**src/gii_pkg.sv**
```systemverilog
// package for the bus instrument port: message codes, pin sync reset value,
// fifo sizing and terminator byte; no timing beyond the system clock
package gii_pkg;
  localparam logic [7:0] GII_CMD_MASK   = 8'h7F;
  localparam logic [7:0] GII_CMD_GTL    = 8'h01;
  localparam logic [7:0] GII_CMD_SDC    = 8'h04;
  localparam logic [7:0] GII_CMD_LLO    = 8'h11;
  localparam logic [7:0] GII_CMD_DCL    = 8'h14;
  localparam logic [7:0] GII_CMD_SPE    = 8'h18;
  localparam logic [7:0] GII_CMD_SPD    = 8'h19;
  localparam logic [7:0] GII_CMD_UNL    = 8'h3F;
  localparam logic [7:0] GII_CMD_UNT    = 8'h5F;
  localparam logic [7:0] GII_LAD_BASE   = 8'h20;
  localparam logic [7:0] GII_TAD_BASE   = 8'h40;
  localparam logic [4:0] GII_ADDR_MASK  = 5'h1F;
  localparam logic [7:0] GII_LF         = 8'h0A;
  localparam int         GII_FIFO_DEPTH = 8;
  localparam int         GII_DATA_W     = 8;
  localparam int         GII_FIFO_W     = 9;   // byte plus end flag
  localparam logic [2:0] GII_SYNC_RST   = 3'h7; // idle lines read high
  typedef enum logic [3:0] {
    GII_LOCS = 4'b0001,
    GII_REMS = 4'b0010,
    GII_RWLS = 4'b0100,
    GII_LWLS = 4'b1000
  } gii_rl_t;
  typedef enum logic [3:0] {
    GII_SRC_IDLE = 4'b0001,
    GII_SRC_WRDY = 4'b0010,
    GII_SRC_DAV  = 4'b0100,
    GII_SRC_REL  = 4'b1000
  } gii_src_t;
endpackage

```
**src/gii_fifo.sv**
```systemverilog
// small first-in first-out buffer with valid/ready on both sides
// assumes a single clock; flush empties it at once
`timescale 1ns/1ps
module gii_fifo #(
  parameter int W = 9,
  parameter int D = 8
) (
  input  wire logic         clk_sys,
  input  wire logic         resetn,
  input  wire logic         ce,
  input  wire logic         flush,
  input  wire logic [W-1:0] in_data,
  input  wire logic         in_valid,
  output logic              in_ready,
  output logic [W-1:0]      out_data,
  output logic              out_valid,
  input  wire logic         out_ready
);
  localparam int AW = (D > 1) ? $clog2(D) : 1;
  logic [W-1:0] mem_r [D];
  logic [AW-1:0] wp_r;
  logic [AW-1:0] rp_r;
  logic [AW:0]   cnt_r;
  logic          push;
  logic          pop;

  assign in_ready  = (cnt_r != (AW+1)'(D));
  assign out_valid = (cnt_r != '0);
  assign out_data  = mem_r[rp_r];
  assign push      = in_valid && in_ready;
  assign pop       = out_valid && out_ready;

  // storage; no reset needed for data words
  always_ff @(posedge clk_sys) begin
    if (ce && push) begin
      mem_r[wp_r] <= in_data;
    end
  end

  // pointers and fill level
  always_ff @(posedge clk_sys or negedge resetn) begin
    if (!resetn) begin
      wp_r  <= '0;
      rp_r  <= '0;
      cnt_r <= '0;
    end else if (ce) begin
      if (flush) begin
        wp_r  <= '0;
        rp_r  <= '0;
        cnt_r <= '0;
      end else begin
        if (push) begin
          wp_r <= (wp_r == AW'(D-1)) ? '0 : wp_r + 1'b1;
        end
        if (pop) begin
          rp_r <= (rp_r == AW'(D-1)) ? '0 : rp_r + 1'b1;
        end
        cnt_r <= cnt_r + (AW+1)'(push) - (AW+1)'(pop);
      end
    end
  end
endmodule

```
**src/gii_port.sv**
```systemverilog
// instrument side of the parallel instrument bus: handshakes, addressing,
// clears, serial poll, remote/local and service request
// assumes bus pins are active low, come from outside, and that the
// wire-and of the open-collector lines is resolved outside this module
`timescale 1ns/1ps
module gii_port
  import gii_pkg::*;
#(
  parameter int         FIFO_DEPTH = GII_FIFO_DEPTH,
  parameter logic [4:0] MY_ADDR    = 5'h06
) (
  input  wire logic       clk_sys,
  input  wire logic       resetn,
  input  wire logic       ce,
  // bus pins, active low; open collector as in/out/oe, atn/ifc/ren inputs only, srq as out/oe
  input  wire logic [7:0] dio_n_i,
  output logic [7:0]      dio_n_o,
  output logic            dio_oe,
  input  wire logic       dav_n_i,
  output logic            dav_n_o,
  output logic            dav_oe,
  input  wire logic       nrfd_n_i,
  output logic            nrfd_n_o,
  output logic            nrfd_oe,
  input  wire logic       ndac_n_i,
  output logic            ndac_n_o,
  output logic            ndac_oe,
  input  wire logic       eoi_n_i,
  output logic            eoi_n_o,
  output logic            eoi_oe,
  input  wire logic       atn_n_i,
  input  wire logic       ifc_n_i,
  input  wire logic       ren_n_i,
  output logic            srq_n_o,
  output logic            srq_oe,
  // instrument side
  output logic [7:0]      rx_data,
  output logic            rx_end,
  output logic            rx_valid,
  input  wire logic       rx_ready,
  input  wire logic [7:0] tx_data,
  input  wire logic       tx_last,
  input  wire logic       tx_valid,
  output logic            tx_ready,
  input  wire logic [7:0] status_byte,
  input  wire logic       svc_req,
  output logic            dev_clear,
  output logic            listener,
  output logic            talker,
  output logic            remote,
  output logic            lockout,
  output logic            poll_mode
);
  // three-stage synchronisers: bit0 dav,1 nrfd,2 ndac,3 eoi,4 atn,5 ifc,6 ren
  logic [2:0] sc_r [7];
  logic [6:0] raw;
  logic [6:0] lvl_r;
  logic [7:0] d_s1_r, d_s2_r;
  logic [7:0] d_s3_r, d_lvl_r;
  assign raw = {ren_n_i, ifc_n_i, atn_n_i, eoi_n_i, ndac_n_i, nrfd_n_i,
                dav_n_i};

  // a line changes only when stages two and three agree
  always_ff @(posedge clk_sys or negedge resetn) begin
    if (!resetn) begin
      for (int i = 0; i < 7; i++) begin
        sc_r[i] <= GII_SYNC_RST;
      end
      lvl_r  <= '1;
      d_s1_r <= '1;
      d_s2_r <= '1;
      d_s3_r <= '1;
      d_lvl_r <= '1;
    end else if (ce) begin
      for (int i = 0; i < 7; i++) begin
        sc_r[i] <= {sc_r[i][1:0], raw[i]};
        if (sc_r[i][1] == sc_r[i][2]) begin
          lvl_r[i] <= sc_r[i][2];
        end
      end
      d_s1_r <= dio_n_i;
      d_s2_r <= d_s1_r;
      d_s3_r <= d_s2_r;
      d_lvl_r <= (d_s2_r & d_s3_r) | (d_lvl_r & (d_s2_r ^ d_s3_r));
    end
  end

  logic       dav, nrfd_bus, ndac_bus, eoi, atn, ifc, ren;
  logic [7:0] bus_byte;
  assign dav      = !lvl_r[0];
  assign nrfd_bus = lvl_r[1];   // high = everyone ready
  assign ndac_bus = lvl_r[2];   // high = everyone accepted
  assign eoi      = !lvl_r[3];
  assign atn      = !lvl_r[4];
  assign ifc      = !lvl_r[5];
  assign ren      = !lvl_r[6];
  assign bus_byte = ~d_lvl_r;   // data settles a cycle before dav

  // acceptor state
  logic       acc_r;     // byte accepted, waiting for dav release
  logic       dav_q_r;
  logic       take;
  logic [7:0] cmd;
  logic       fifo_in_rdy;
  logic       lsn_r, tlk_r, spe_r, rem_r, llo_r;
  logic       flush;

  assign take = dav && !dav_q_r && !acc_r;
  assign cmd  = bus_byte & GII_CMD_MASK;

  // dav edge memory
  always_ff @(posedge clk_sys or negedge resetn) begin
    if (!resetn) begin
      dav_q_r <= 1'b0;
    end else if (ce) begin
      dav_q_r <= dav;
    end
  end

  always_ff @(posedge clk_sys or negedge resetn) begin
    if (!resetn) begin
      acc_r <= 1'b0;
    end else if (ce) begin
      if (take && (atn || (lsn_r && fifo_in_rdy))) begin
        acc_r <= 1'b1;
      end else if (!dav) begin
        acc_r <= 1'b0;
      end
    end
  end

  logic is_my_lad, is_my_tad, is_cmd;
  assign is_cmd    = take && atn;
  assign is_my_lad = (cmd == (GII_LAD_BASE | {3'h0, MY_ADDR}));
  assign is_my_tad = (cmd == (GII_TAD_BASE | {3'h0, MY_ADDR}));

  // addressing; interface clear unaddresses
  always_ff @(posedge clk_sys or negedge resetn) begin
    if (!resetn) begin
      lsn_r <= 1'b0;
      tlk_r <= 1'b0;
    end else if (ce) begin
      if (ifc) begin
        lsn_r <= 1'b0;
        tlk_r <= 1'b0;
      end else if (is_cmd) begin
        if (is_my_lad) begin
          lsn_r <= 1'b1;
        end else if (cmd == GII_CMD_UNL) begin
          lsn_r <= 1'b0;
        end
        if (is_my_tad) begin
          tlk_r <= 1'b1;
        end else if (cmd == GII_CMD_UNT ||
                     (cmd[6:5] == 2'b10 && !is_my_tad)) begin
          tlk_r <= 1'b0;   // another talker takes the bus
        end
      end
    end
  end

  // poll enable sticks; disable clears it
  always_ff @(posedge clk_sys or negedge resetn) begin
    if (!resetn) begin
      spe_r <= 1'b0;
    end else if (ce) begin
      if (ifc || (is_cmd && cmd == GII_CMD_SPD)) begin
        spe_r <= 1'b0;
      end else if (is_cmd && cmd == GII_CMD_SPE) begin
        spe_r <= 1'b1;
      end
    end
  end

  assign flush = is_cmd && ((cmd == GII_CMD_DCL) ||
                            (cmd == GII_CMD_SDC && lsn_r));
  always_ff @(posedge clk_sys or negedge resetn) begin
    if (!resetn) begin
      dev_clear <= 1'b0;
    end else if (ce) begin
      dev_clear <= flush;
    end
  end

  always_ff @(posedge clk_sys or negedge resetn) begin
    if (!resetn) begin
      rem_r <= 1'b0;
      llo_r <= 1'b0;
    end else if (ce) begin
      if (!ren) begin
        rem_r <= 1'b0;
        llo_r <= 1'b0;
      end else begin
        if (is_cmd && cmd == GII_CMD_LLO) begin
          llo_r <= 1'b1;
        end
        if (is_cmd && cmd == GII_CMD_GTL && lsn_r) begin
          rem_r <= 1'b0;
        end else if (is_cmd && is_my_lad) begin
          rem_r <= 1'b1;
        end
      end
    end
  end

  // receive path; end flag rides with the byte
  logic rx_push;
  assign rx_push = take && !atn && lsn_r && fifo_in_rdy;
  logic [8:0] rx_word;
  gii_fifo #(.W(GII_FIFO_W), .D(FIFO_DEPTH)) u_rx_fifo (
    .clk_sys   (clk_sys),
    .resetn    (resetn),
    .ce        (ce),
    .flush     (flush),
    .in_data   ({eoi, bus_byte}),
    .in_valid  (rx_push),
    .in_ready  (fifo_in_rdy),
    .out_data  (rx_word),
    .out_valid (rx_valid),
    .out_ready (rx_ready)
  );
  assign rx_data = rx_word[7:0];
  assign rx_end  = rx_word[8];

  // transmit path, buffered as well so clears can empty it
  logic [8:0] tx_word;
  logic       tx_av;
  logic       tx_pop;
  gii_fifo #(.W(GII_FIFO_W), .D(FIFO_DEPTH)) u_tx_fifo (
    .clk_sys   (clk_sys),
    .resetn    (resetn),
    .ce        (ce),
    .flush     (flush),
    .in_data   ({tx_last, tx_data}),
    .in_valid  (tx_valid),
    .in_ready  (tx_ready),
    .out_data  (tx_word),
    .out_valid (tx_av),
    .out_ready (tx_pop)
  );

  // source handshake, order ready, valid, accepted, release
  gii_src_t   src_r;
  logic [7:0] out_r;
  logic       out_eoi_r;
  logic       poll_r;
  logic       can_talk;
  assign can_talk = tlk_r && !atn && !ifc;
  // poll answer wins over any pending reply
  always_ff @(posedge clk_sys or negedge resetn) begin
    if (!resetn) begin
      src_r     <= GII_SRC_IDLE;
      out_r     <= '0;
      out_eoi_r <= 1'b0;
      poll_r    <= 1'b0;
    end else if (ce) begin
      unique case (src_r)
        GII_SRC_IDLE: begin
          if (can_talk && (spe_r || tx_av)) begin
            poll_r <= spe_r;
            // status byte with pending request bit
            out_r <= spe_r ? {status_byte[7], svc_req, status_byte[5:0]}
                           : tx_word[7:0];
            out_eoi_r <= !spe_r && tx_word[8] && tx_word[7:0] == GII_LF;
            src_r     <= GII_SRC_WRDY;
          end
        end
        GII_SRC_WRDY: begin
          if (!can_talk) begin
            src_r <= GII_SRC_IDLE;
          end else if (nrfd_bus) begin
            src_r <= GII_SRC_DAV;
          end
        end
        GII_SRC_DAV: begin
          if (ifc) begin
            src_r <= GII_SRC_IDLE;
          end else if (ndac_bus) begin
            src_r <= GII_SRC_REL;
          end
        end
        GII_SRC_REL: begin
          src_r <= GII_SRC_IDLE;
        end
      endcase
    end
  end
  // pop the reply byte only when it was accepted, not a poll answer
  assign tx_pop = ce && src_r == GII_SRC_REL && !poll_r;

  // valid asserted only while data driven and stable
  always_ff @(posedge clk_sys or negedge resetn) begin
    if (!resetn) begin
      dio_n_o <= '1;
      dio_oe  <= 1'b0;
      dav_n_o <= 1'b1;
      dav_oe  <= 1'b0;
      eoi_n_o <= 1'b1;
      eoi_oe  <= 1'b0;
    end else if (ce) begin
      dio_oe  <= (src_r == GII_SRC_WRDY) || (src_r == GII_SRC_DAV);
      dio_n_o <= ~out_r;
      dav_oe  <= (src_r == GII_SRC_DAV);
      dav_n_o <= !(src_r == GII_SRC_DAV);
      // end held with the final line feed
      eoi_oe  <= out_eoi_r && src_r inside {GII_SRC_WRDY, GII_SRC_DAV};
      eoi_n_o <= !(out_eoi_r && src_r inside {GII_SRC_WRDY, GII_SRC_DAV});
    end
  end

  // acceptor lines; under attention every device must take part
  logic acc_on;
  assign acc_on = atn || lsn_r;
  always_ff @(posedge clk_sys or negedge resetn) begin
    if (!resetn) begin
      nrfd_oe  <= 1'b0;
      nrfd_n_o <= 1'b1;
      ndac_oe  <= 1'b0;
      ndac_n_o <= 1'b1;
    end else if (ce) begin
      // not-ready held low until a byte can be taken
      nrfd_oe  <= acc_on && (acc_r || !(atn || fifo_in_rdy) || dav);
      nrfd_n_o <= !(acc_on && (acc_r || !(atn || fifo_in_rdy) || dav));
      // not-accepted low until this byte is taken
      ndac_oe  <= acc_on && !acc_r;
      ndac_n_o <= !(acc_on && !acc_r);
    end
  end

  // service request while asked and not being polled
  always_ff @(posedge clk_sys or negedge resetn) begin
    if (!resetn) begin
      srq_oe  <= 1'b0;
      srq_n_o <= 1'b1;
    end else if (ce) begin
      srq_oe  <= svc_req && !spe_r;
      srq_n_o <= !(svc_req && !spe_r);
    end
  end

  assign listener  = lsn_r;
  assign talker    = tlk_r;
  assign remote    = rem_r;
  assign lockout   = llo_r;
  assign poll_mode = spe_r;
endmodule

```
**config.mk**
```make
export PLATFORM = sky130hd
export DESIGN_NAME = gii_port
export DESIGN_NICKNAME = d
export VERILOG_FILES = /design/src/gii_pkg.sv /design/src/gii_fifo.sv /design/src/gii_port.sv
export SDC_FILE = /design/constraint.sdc
export NUM_CORES = 1
export LEC_CHECK = 0
export BUFFER_PORTS_ARGS = -buffer_cell sky130_fd_sc_hd__buf_4
export CAP_MARGIN = 10
export CORE_ASPECT_RATIO = 0.5
export CORE_MARGIN = 2
export CORE_UTILIZATION = 60
export CTS_CLUSTER_DIAMETER = 200
export DETAILED_ROUTE_END_ITERATION = 7
export PLACE_DENSITY = 0.79
export SYNTH_ARGS = -nofsm -noshare
export SYNTH_HDL_FRONTEND = slang
export SYNTH_SLANG_ARGS = --single-unit
```
**constraint.sdc**
```tcl
create_clock -name clk_sys -period 3.1 [get_ports clk_sys]
set_input_delay 0.62 -clock clk_sys [delete_from_list [all_inputs] [get_ports clk_sys]]
set_output_delay 0.62 -clock clk_sys [all_outputs]
set_load 0.005 [all_outputs]
```
* After elaboration in Yosys (flattened, before gate mapping)
Memories as Yosys holds them, arrays and structs flattened. Index checks and enable logic that the tools add are counted.
Word-level totals: bits in registers 121, RAM bits 144, input port bits 38, output and inout bits 36, word-level logic and storage cells 230, memories kept 2
Operators by class: add/sub/neg operators 8, equal/unequal tests 35, mux-type cells 42, bitwise gates (word level) 6, reductions and logical operators 89
Memories:
- u_rx_fifo.mem_r | words 8, bits a word 9, read ports 1, clocked after Yosys merged registers in 0, wr ports 1, RTL line gii_fifo.sv:20 | logic [W-1:0] mem_r [D];
- u_tx_fifo.mem_r | words 8, bits a word 9, read ports 1, clocked after Yosys merged registers in 0, wr ports 1, RTL line gii_fifo.sv:20
Operators by type and width (count):
- two-way mux 3 bit | 12
- logical AND 1 bit | 34
- AND reduction 2 bit | 15
- equality test 7 x 5 -> 1 bit, second input constant | 4
- two-way mux 4 bit | 7
- two-way mux 1 bit | 21
- bitwise AND 8 bit | 2
- inverter 8 bit | 2
- case mux 4 bit (4 select lines) | 1
- nonzero test 2 bit | 8
- zero test 1 bit | 15
- equality test 7 x 6 -> 1 bit, second input constant | 2
- equality test 7 bit, second input constant | 2
- adder 3 x 1 -> 3 bit, second input constant | 4
- equality test 3 bit, second input constant | 4
- logical OR 1 bit | 10
- AND reduction 3 bit | 3
- adder 4 x 1 -> 4 bit | 2
- equality test 8 x 4 -> 1 bit, second input constant | 1
- two-way mux 8 bit | 1
- inequality test 4 bit, second input constant | 2
- bitwise OR 8 bit | 1
- nonzero test 4 bit | 2
- subtractor 4 x 1 -> 4 bit | 2
- 15 further kinds | 23

* Longest topological paths before layout
Gate-level depths: netlist of the first run.
depth in word-level cells 10, gate-level depth with buffers 11, depth with buffers taken out 11

* Modules after synthesis
From an unflattened synthesis of the first run, not the netlist that was laid out.
Unflattened totals: cell total of the unflattened synthesis 812, area total of the unflattened synthesis 11494.8 sq um
Modules (own cells, without submodules):
- gii_port | times used 1, cells an instance 385, area an instance 4476.8 sq um, seq. area each 2620.0 sq um
- gii_fifo at u_tx_fifo | times used 1, cells an instance 215, area an instance 3529.6 sq um, seq. area each 2412.3 sq um
- gii_fifo at u_rx_fifo | times used 1, cells an instance 212, area an instance 3488.3 sq um, seq. area each 2412.3 sq um

* Worst setup path before layout of the first run
Ideal clock, no wire load.
path kind input port to flip-flop, start point in ce, end point mem u_rx_fifo.mem_r[1][0], enable pin, setup time 387 ps, arrival time 2517 ps, required time 2713 ps, slack 196 ps, stages 5, buffers on the path 1, cells stage by stage buf_2 > nor4b_1 > nand4_1 > or2_2 > nor3_1
On the way: word-level cells in the longest chain between the ends 3
RTL lines:
- from (decl) | RTL line gii_port.sv:14 | input wire logic ce,
- logical AND 1 bit | RTL line gii_fifo.sv:35 | if (ce && push) begin
- two-way mux 1 bit | RTL line gii_fifo.sv:35
- two-way mux 1 bit (not written as such) | RTL line gii_fifo.sv:36 | mem_r[wp_r] <= in_data;
- to (decl) | RTL line gii_fifo.sv:20
Every way passes these cells.

* Worst setup path in the final report of the first run
start point reg u_rx_fifo.rp_r[0], end point out rx_data[0]
On the way: word-level cells in the longest chain between the ends 1
RTL lines:
- from (decl) | RTL line gii_fifo.sv:22 | logic [AW-1:0] rp_r;
- from (signal assigned) | RTL line gii_fifo.sv:56 | rp_r <= (rp_r == AW'(D-1)) ? '0 : rp_r + 1'b1;
- memory read (8 x 9 bit)
- to (decl) | RTL line gii_port.sv:37 | output logic [7:0] rx_data,
Every way passes these cells.

==> results.tsv, run 1 <==
metric	value	unit
outcome	finished clean	
ant_nets	0	
cp_top_family	multiplexers	
portBuffers	72	
vias_per_cell	5.84	
num_vias	6349	
clkSinkCount	265	
path_clk_slew	70	ps
relSlewSlack	43.8	%
hp-class	input port to async pin	
netlist_area	11200	sq um
ys.flop_type	edfxtp_1	
clockPowerShare	29.3	%
dp.cells	1047	
rows	35	
path_cells	buf_4 -> mux4_2 -> mux2_2 -> buf_4	
timing.final.max_slew_violations	0	
worstPathArrival	2270	ps
powerDensity	748	nW/um^2
peakVddDrop	0.583	mV
yosysWarnings	0	
drc	0	
cts_hold_buf	0	
h-tree-depth	1	
wirelength	21100	microns
area_growth	14.9	%
grt_max_degree	59	
final_cell_mix	edfxtp_1, buf_4, dfstp_2	
drive_gt1_share	37.7	%
synthCells	741	
power_leakage	0.00493	uW
antenna_cells	0	
postSynthAreaPerCell	15.1	sq um
yosysTopAreaCellShare	38.5	%
start_kind	flop	
worst_path_most_repeated_cell	buf_4	
die_h	101	microns
max-cap-violations	0	
tightestPinTransition	842	ps
rsz0062_at_grt	no	
die_area	19900	sq um
core-area	18300	sq um
setup_tns	0	ps
dp_hpwl	13600	microns
cts_setup_buffers	0	
antenna_found_initial	0	
crit_type	flop to output pin	
ys_types	56	
fin_worst_skew	7.96	ps
power.switching	2600	uW
yosys-top-cells-area	edfxtp_1, dfstp_2, dfrtp_1	
grt_pass1_wl	33800	microns
grt_pass1_vias	6406	
biggestRegsByFlops	u_rx_fifo.mem_r (72), u_tx_fifo.mem_r (72), sc_r (21)	
comb_power_share	21.0	%
ios	74	
synth_fp_nets	809	
cts_tree	done	
die_w	197	microns
start_util	61.2	%
synth_edf_count	144	
cts_buffers	23	
cp.required	2480	ps
yosysTopAreaCell	edfxtp_1	
setup-violations-final	0	
slowest_delay	560	ps
wire_per_inst	19.4	microns
period_needed	2890	ps
async_reset_ff_share	45.7	%
final_cells	1088	
path_buf_inv	2	
p_int	7040	uW
worstPathMaxFanout	18	
hold_viol_final	0	
gp_congestion	0.750	
critPathCaptureType	output pin	
grt_usage	22.0	%
cpMaxStageDelayCell	mux4_2	
synth_seq_area_share	66.3	%
finalNetCount	900	
switching_share	27.0	%
cts.path.max_buffers	3	
final_common_cell	edfxtp_1	
drt-initial-drc-count	419	
dr.pass1.iters	4	
p_seq_share	49.7	%
max_freq	0.347	GHz
finalCritPeriodShare	93.1	%
clock-root-buffer	clkbuf_16	
cts-resized-gates	0	
reg2reg_slack	400	ps
clock_latency	500	ps
ys_ff_latch	265	
overflow	0	
stage by stage:
step,cell area (sq um),utilization (%),total power (uW),hold slack [ps],setup slack (ps)
floorplan,11200,-,6120,324,196
global placement,12200,66.3,6780,400,477
detailed placement,12200,66.3,6910,415,430
CTS,12900,70.3,9750,73.8,156
global route,12900,70.3,10100,96.0,89.7
finish,12900,70.3,9650,72.3,214
power groups by stage:
stage	registers (uW)	clock network [uW]	logic (uW)
finish	4800	2820	2030
global route	4860	3030	2250
CTS	4800	2890	2060
detailed placement	4860	0	2040
global placement	4840	0	1940
floorplan	4660	0	1460
final cells by class:
type	instances	area, sq um
Clock buffer	31	636
Multi-Input combinational cell	399	3480
Tap cell	240	300
Clock inverter	10	101
Timing Repair Buffer	102	778
Fill cell	1195	5450
Inverter	41	154
Sequential cell	265	7440
metal layers:
layer | vias up | share of wire, % | global-route usage (%)
met2 | 141 | 49 | 37.4
met5 | - | 0 | 0
met4 | 0 | 1.7 | 5.49
li1 | 2955 | - | -
met3 | 32 | 4.1 | 3.45
met1 | 3221 | 45 | 30.5
kinds of logic (layout without fill, tap and decap cells):
family	count (synthesis)	count (layout)	share of synthesized area (%)
mux	108	108	14.1
flops	265	265	66.3
buf+inv	77	184	2.72
xor+xnor	6	6	0.468
simple gates	142	142	6.40
compound gates	113	113	6.50
fa+ha+maj	30	30	3.48
synthesized netlist by cell type (6+ instances only):
| cell type | n |
|---|---|
| edfxtp_1 | 144 |
| nand2b_1 | 8 |
| dfstp_2 | 74 |
| buf_1 | 6 |
| nand2_1 | 58 |
| mux2i_1 | 12 |
| clkbuf_1 | 21 |
| o22ai_1 | 10 |
| o21ai_0 | 50 |
| nor3_1 | 11 |
| ha_1 | 28 |
| nand3_1 | 6 |
| dfrtp_1 | 47 |
| mux2_2 | 62 |
| buf_2 | 7 |
| a21oi_1 | 13 |
| inv_1 | 41 |
| mux4_2 | 34 |
| a22o_1 | 9 |
| nor2_1 | 20 |
final timing paths:
check	start	endpoint	cells after the start
setup / recovery	u_rx_fifo.rp_r[0]	rx_data[0]	4
hold / removal	resetn	u_tx_fifo.wp_r[1]	1
setup reg to reg	u_tx_fifo.cnt_r[2]	u_tx_fifo.cnt_r[2]	11
hold reg to reg	out_r[4]	dio_n_o[4]	1
max in group asynchronous	resetn	d_s2_r[1]	2
min in group clk_sys	dio_n_i[3]	d_s1_r[3]	2
Note: power is estimated with default switching activity, not from simulation.
==> run 2: changes to the inputs <==
Settings changed: CORE_ASPECT_RATIO 0.5 to default, CORE_UTILIZATION 60 to 50, PLACE_DENSITY 0.79 to 0.68.
==> results.tsv, run 2 (synthesis gave the netlist of run 1 again) <==
metric	value	unit	change
outcome	finished clean		
placed_area	12200	sq um	+0.47%
gp_congestion	0.767		+2.3%
min_from	tx_data[4]		
rsz0062_at_grt	no		
cts_tree	done		
cts-resized-gates	0		unchanged
finalNetCount	907		+0.78%
whs_endpoint	u_tx_fifo.mem_r[3][4]		
vias_per_cell	5.63		-3.5%
grt_pass1_wl	34900	microns	+3.3%
worstPathMaxFanout	21		+3
final_cell_mix	edfxtp_1, buf_4, dfstp_2		
cts_buffers	28		+22%
wirelength	21500	microns	+2.0%
finalCritPeriodShare	90.8	%	-2.3 points
relSlewSlack	45.5	%	+1.6 points
grt_pass1_vias	6711		+4.8%
layout_setup_ws	285	ps	+70.8 ps
start_kind	flop		
timing.rr.start	u_tx_fifo.cnt_r[2]		
start_util	51.1	%	-10 points
h-tree-depth	1		unchanged
drt-initial-drc-count	417		-0.48%
num_vias	6425		+1.2%
p_seq_share	48.0	%	-1.7 points
wire_per_inst	18.9	microns	-2.7%
fin_worst_skew	9.41	ps	+1.46 ps
overflow	0		unchanged
biggestRegsByFlops	u_rx_fifo.mem_r (72), u_tx_fifo.mem_r (72), sc_r (21)		
rr_worst_depth	11		unchanged
clock_latency	530	ps	+30 ps
critPathCaptureType	output pin		
max_freq	0.355	GHz	+2.5%
whs_path_depth	1		
switching_share	26.9	%	-0.056 points
r2r-end	u_tx_fifo.cnt_r[2]		
crit_type	flop to output pin		
crit_path_start	u_rx_fifo.rp_r[0]		
clock-root-buffer	clkbuf_16		
antenna_cells	0		unchanged
p_int	7280	uW	+3.4%
cp.required	2480	ps	about the same
rows	54		+54%
clkSinkCount	265		unchanged
path_clk_slew	60	ps	about the same
worstPathArrival	2190	ps	-80 ps
total_power	9960	uW	+3.3%
die_area	23700	sq um	+19%
powerDensity	761	nW/um^2	+1.7%
dp_hpwl	14300	microns	+5.4%
ant_nets	0		unchanged
hold_viol_final	0		unchanged
setup_tns	0	ps	unchanged
area_growth	16.7	%	
cts.path.max_buffers	3		unchanged
setup-violations-final	0		unchanged
final_area	13100	sq um	+1.6%
max-cap-violations	0		unchanged
peakVddDrop	0.496	mV	-15%
drive_gt1_share	37.4	%	-0.34 points
antenna_found_initial	0		unchanged
reg2reg_slack	350	ps	-50 ps
portBuffers	72		unchanged
power.switching	2680	uW	+3.1%
tightestPinTransition	818	ps	-24.5 ps
period_needed	2810	ps	-70.8 ps
fin_hold_ws	319	ps	+246 ps
ios	74		unchanged
power_leakage	0.00498	uW	+1.2%
place_ws	382	ps	-48.6 ps
dr.pass1.iters	4		unchanged
comb_power_share	20.4	%	-0.6 points
clockPowerShare	31.5	%	+2.2 points
grt_usage	18.6	%	-3.4 points
timing.final.max_slew_violations	0		unchanged
drc	0		unchanged
die_h	154	microns	+53%
grt_max_degree	67		+14%
final_common_cell	edfxtp_1		
core-area	22000	sq um	+20%
die_w	154	microns	-22%
hp-class	input port to flop		
## run 2: cell types whose count changed in the layout (fill, tap and decap cells not counted), sizes merged
cell	delta
dlygate4sd3	+1
clkbuf	+10
bufinv	-1
buf	+1
clkinvlp	+2
clkinv	+2
inv	-2
## run 2: per-layer routing
metal  share of wire [%]  vias up  global-route usage [%]  wire length (microns)
met1                  42     3262                    23.6                   8990
met2                  52      159                    32.9                  11100
met4                 2.1        0                    5.38                    459
li1                    -     2968                       -                      -
met5                   0        -                       0                      0
met3                 4.6       36                    3.55                    994
## run 2: power by group through the flow
| stage | clock network, uW | registers (uW) | logic [uW] |
|---|---|---|---|
| floorplan | 0 | 4660 | 1460 |
| global placement | 0 | 4810 | 1960 |
| detailed placement | 0 | 4840 | 2060 |
| CTS | 3200 | 4780 | 2070 |
| global route | 3370 | 4840 | 2280 |
| finish | 3140 | 4790 | 2040 |
## run 2: worst max-delay path: stages, from the launching register on
cell	delay [ps]
dfrtp_1	320
buf_4	350
mux4_2	560
mux2_2	290
buf_4	140
## run 2: final cells by class
class	count	area, sq um
clock buffer	41	791
multi-input combinational	399	3480
fill	1637	8860
inverter	41	154
tap	280	350
timing repair buffer	104	796
clock inverter	11	83.8
sequential	265	7440
## run 2: repair_timing
item                      CTS  global route
buffers inserted            0             0
hold buffers                1             0
hold endpoints to repair    8             0
## run 2: through the flow
step / std cells / utilization (%)
after floorplan: 741 / -
after global placement: 1088 / 55.6
after detailed placement: 1088 / 55.6
after CTS: 1141 / 59.7
after global routing: 1141 / 59.7
final: 1141 / 59.7
## run 2: worst max-delay path by stage
| stage | depth (start not counted) | end |
|---|---|---|
| 3_5_place_dp | 11 | u_tx_fifo.cnt_r[2] |
| 5_1_grt | 4 | rx_data[4] |
| 4_1_cts | 4 | rx_data[6] |
| 2_1_floorplan | 5 | u_rx_fifo.mem_r[1][0] |
| 3_3_place_gp | 11 | u_tx_fifo.cnt_r[2] |
| 6_report | 4 | rx_data[6] |
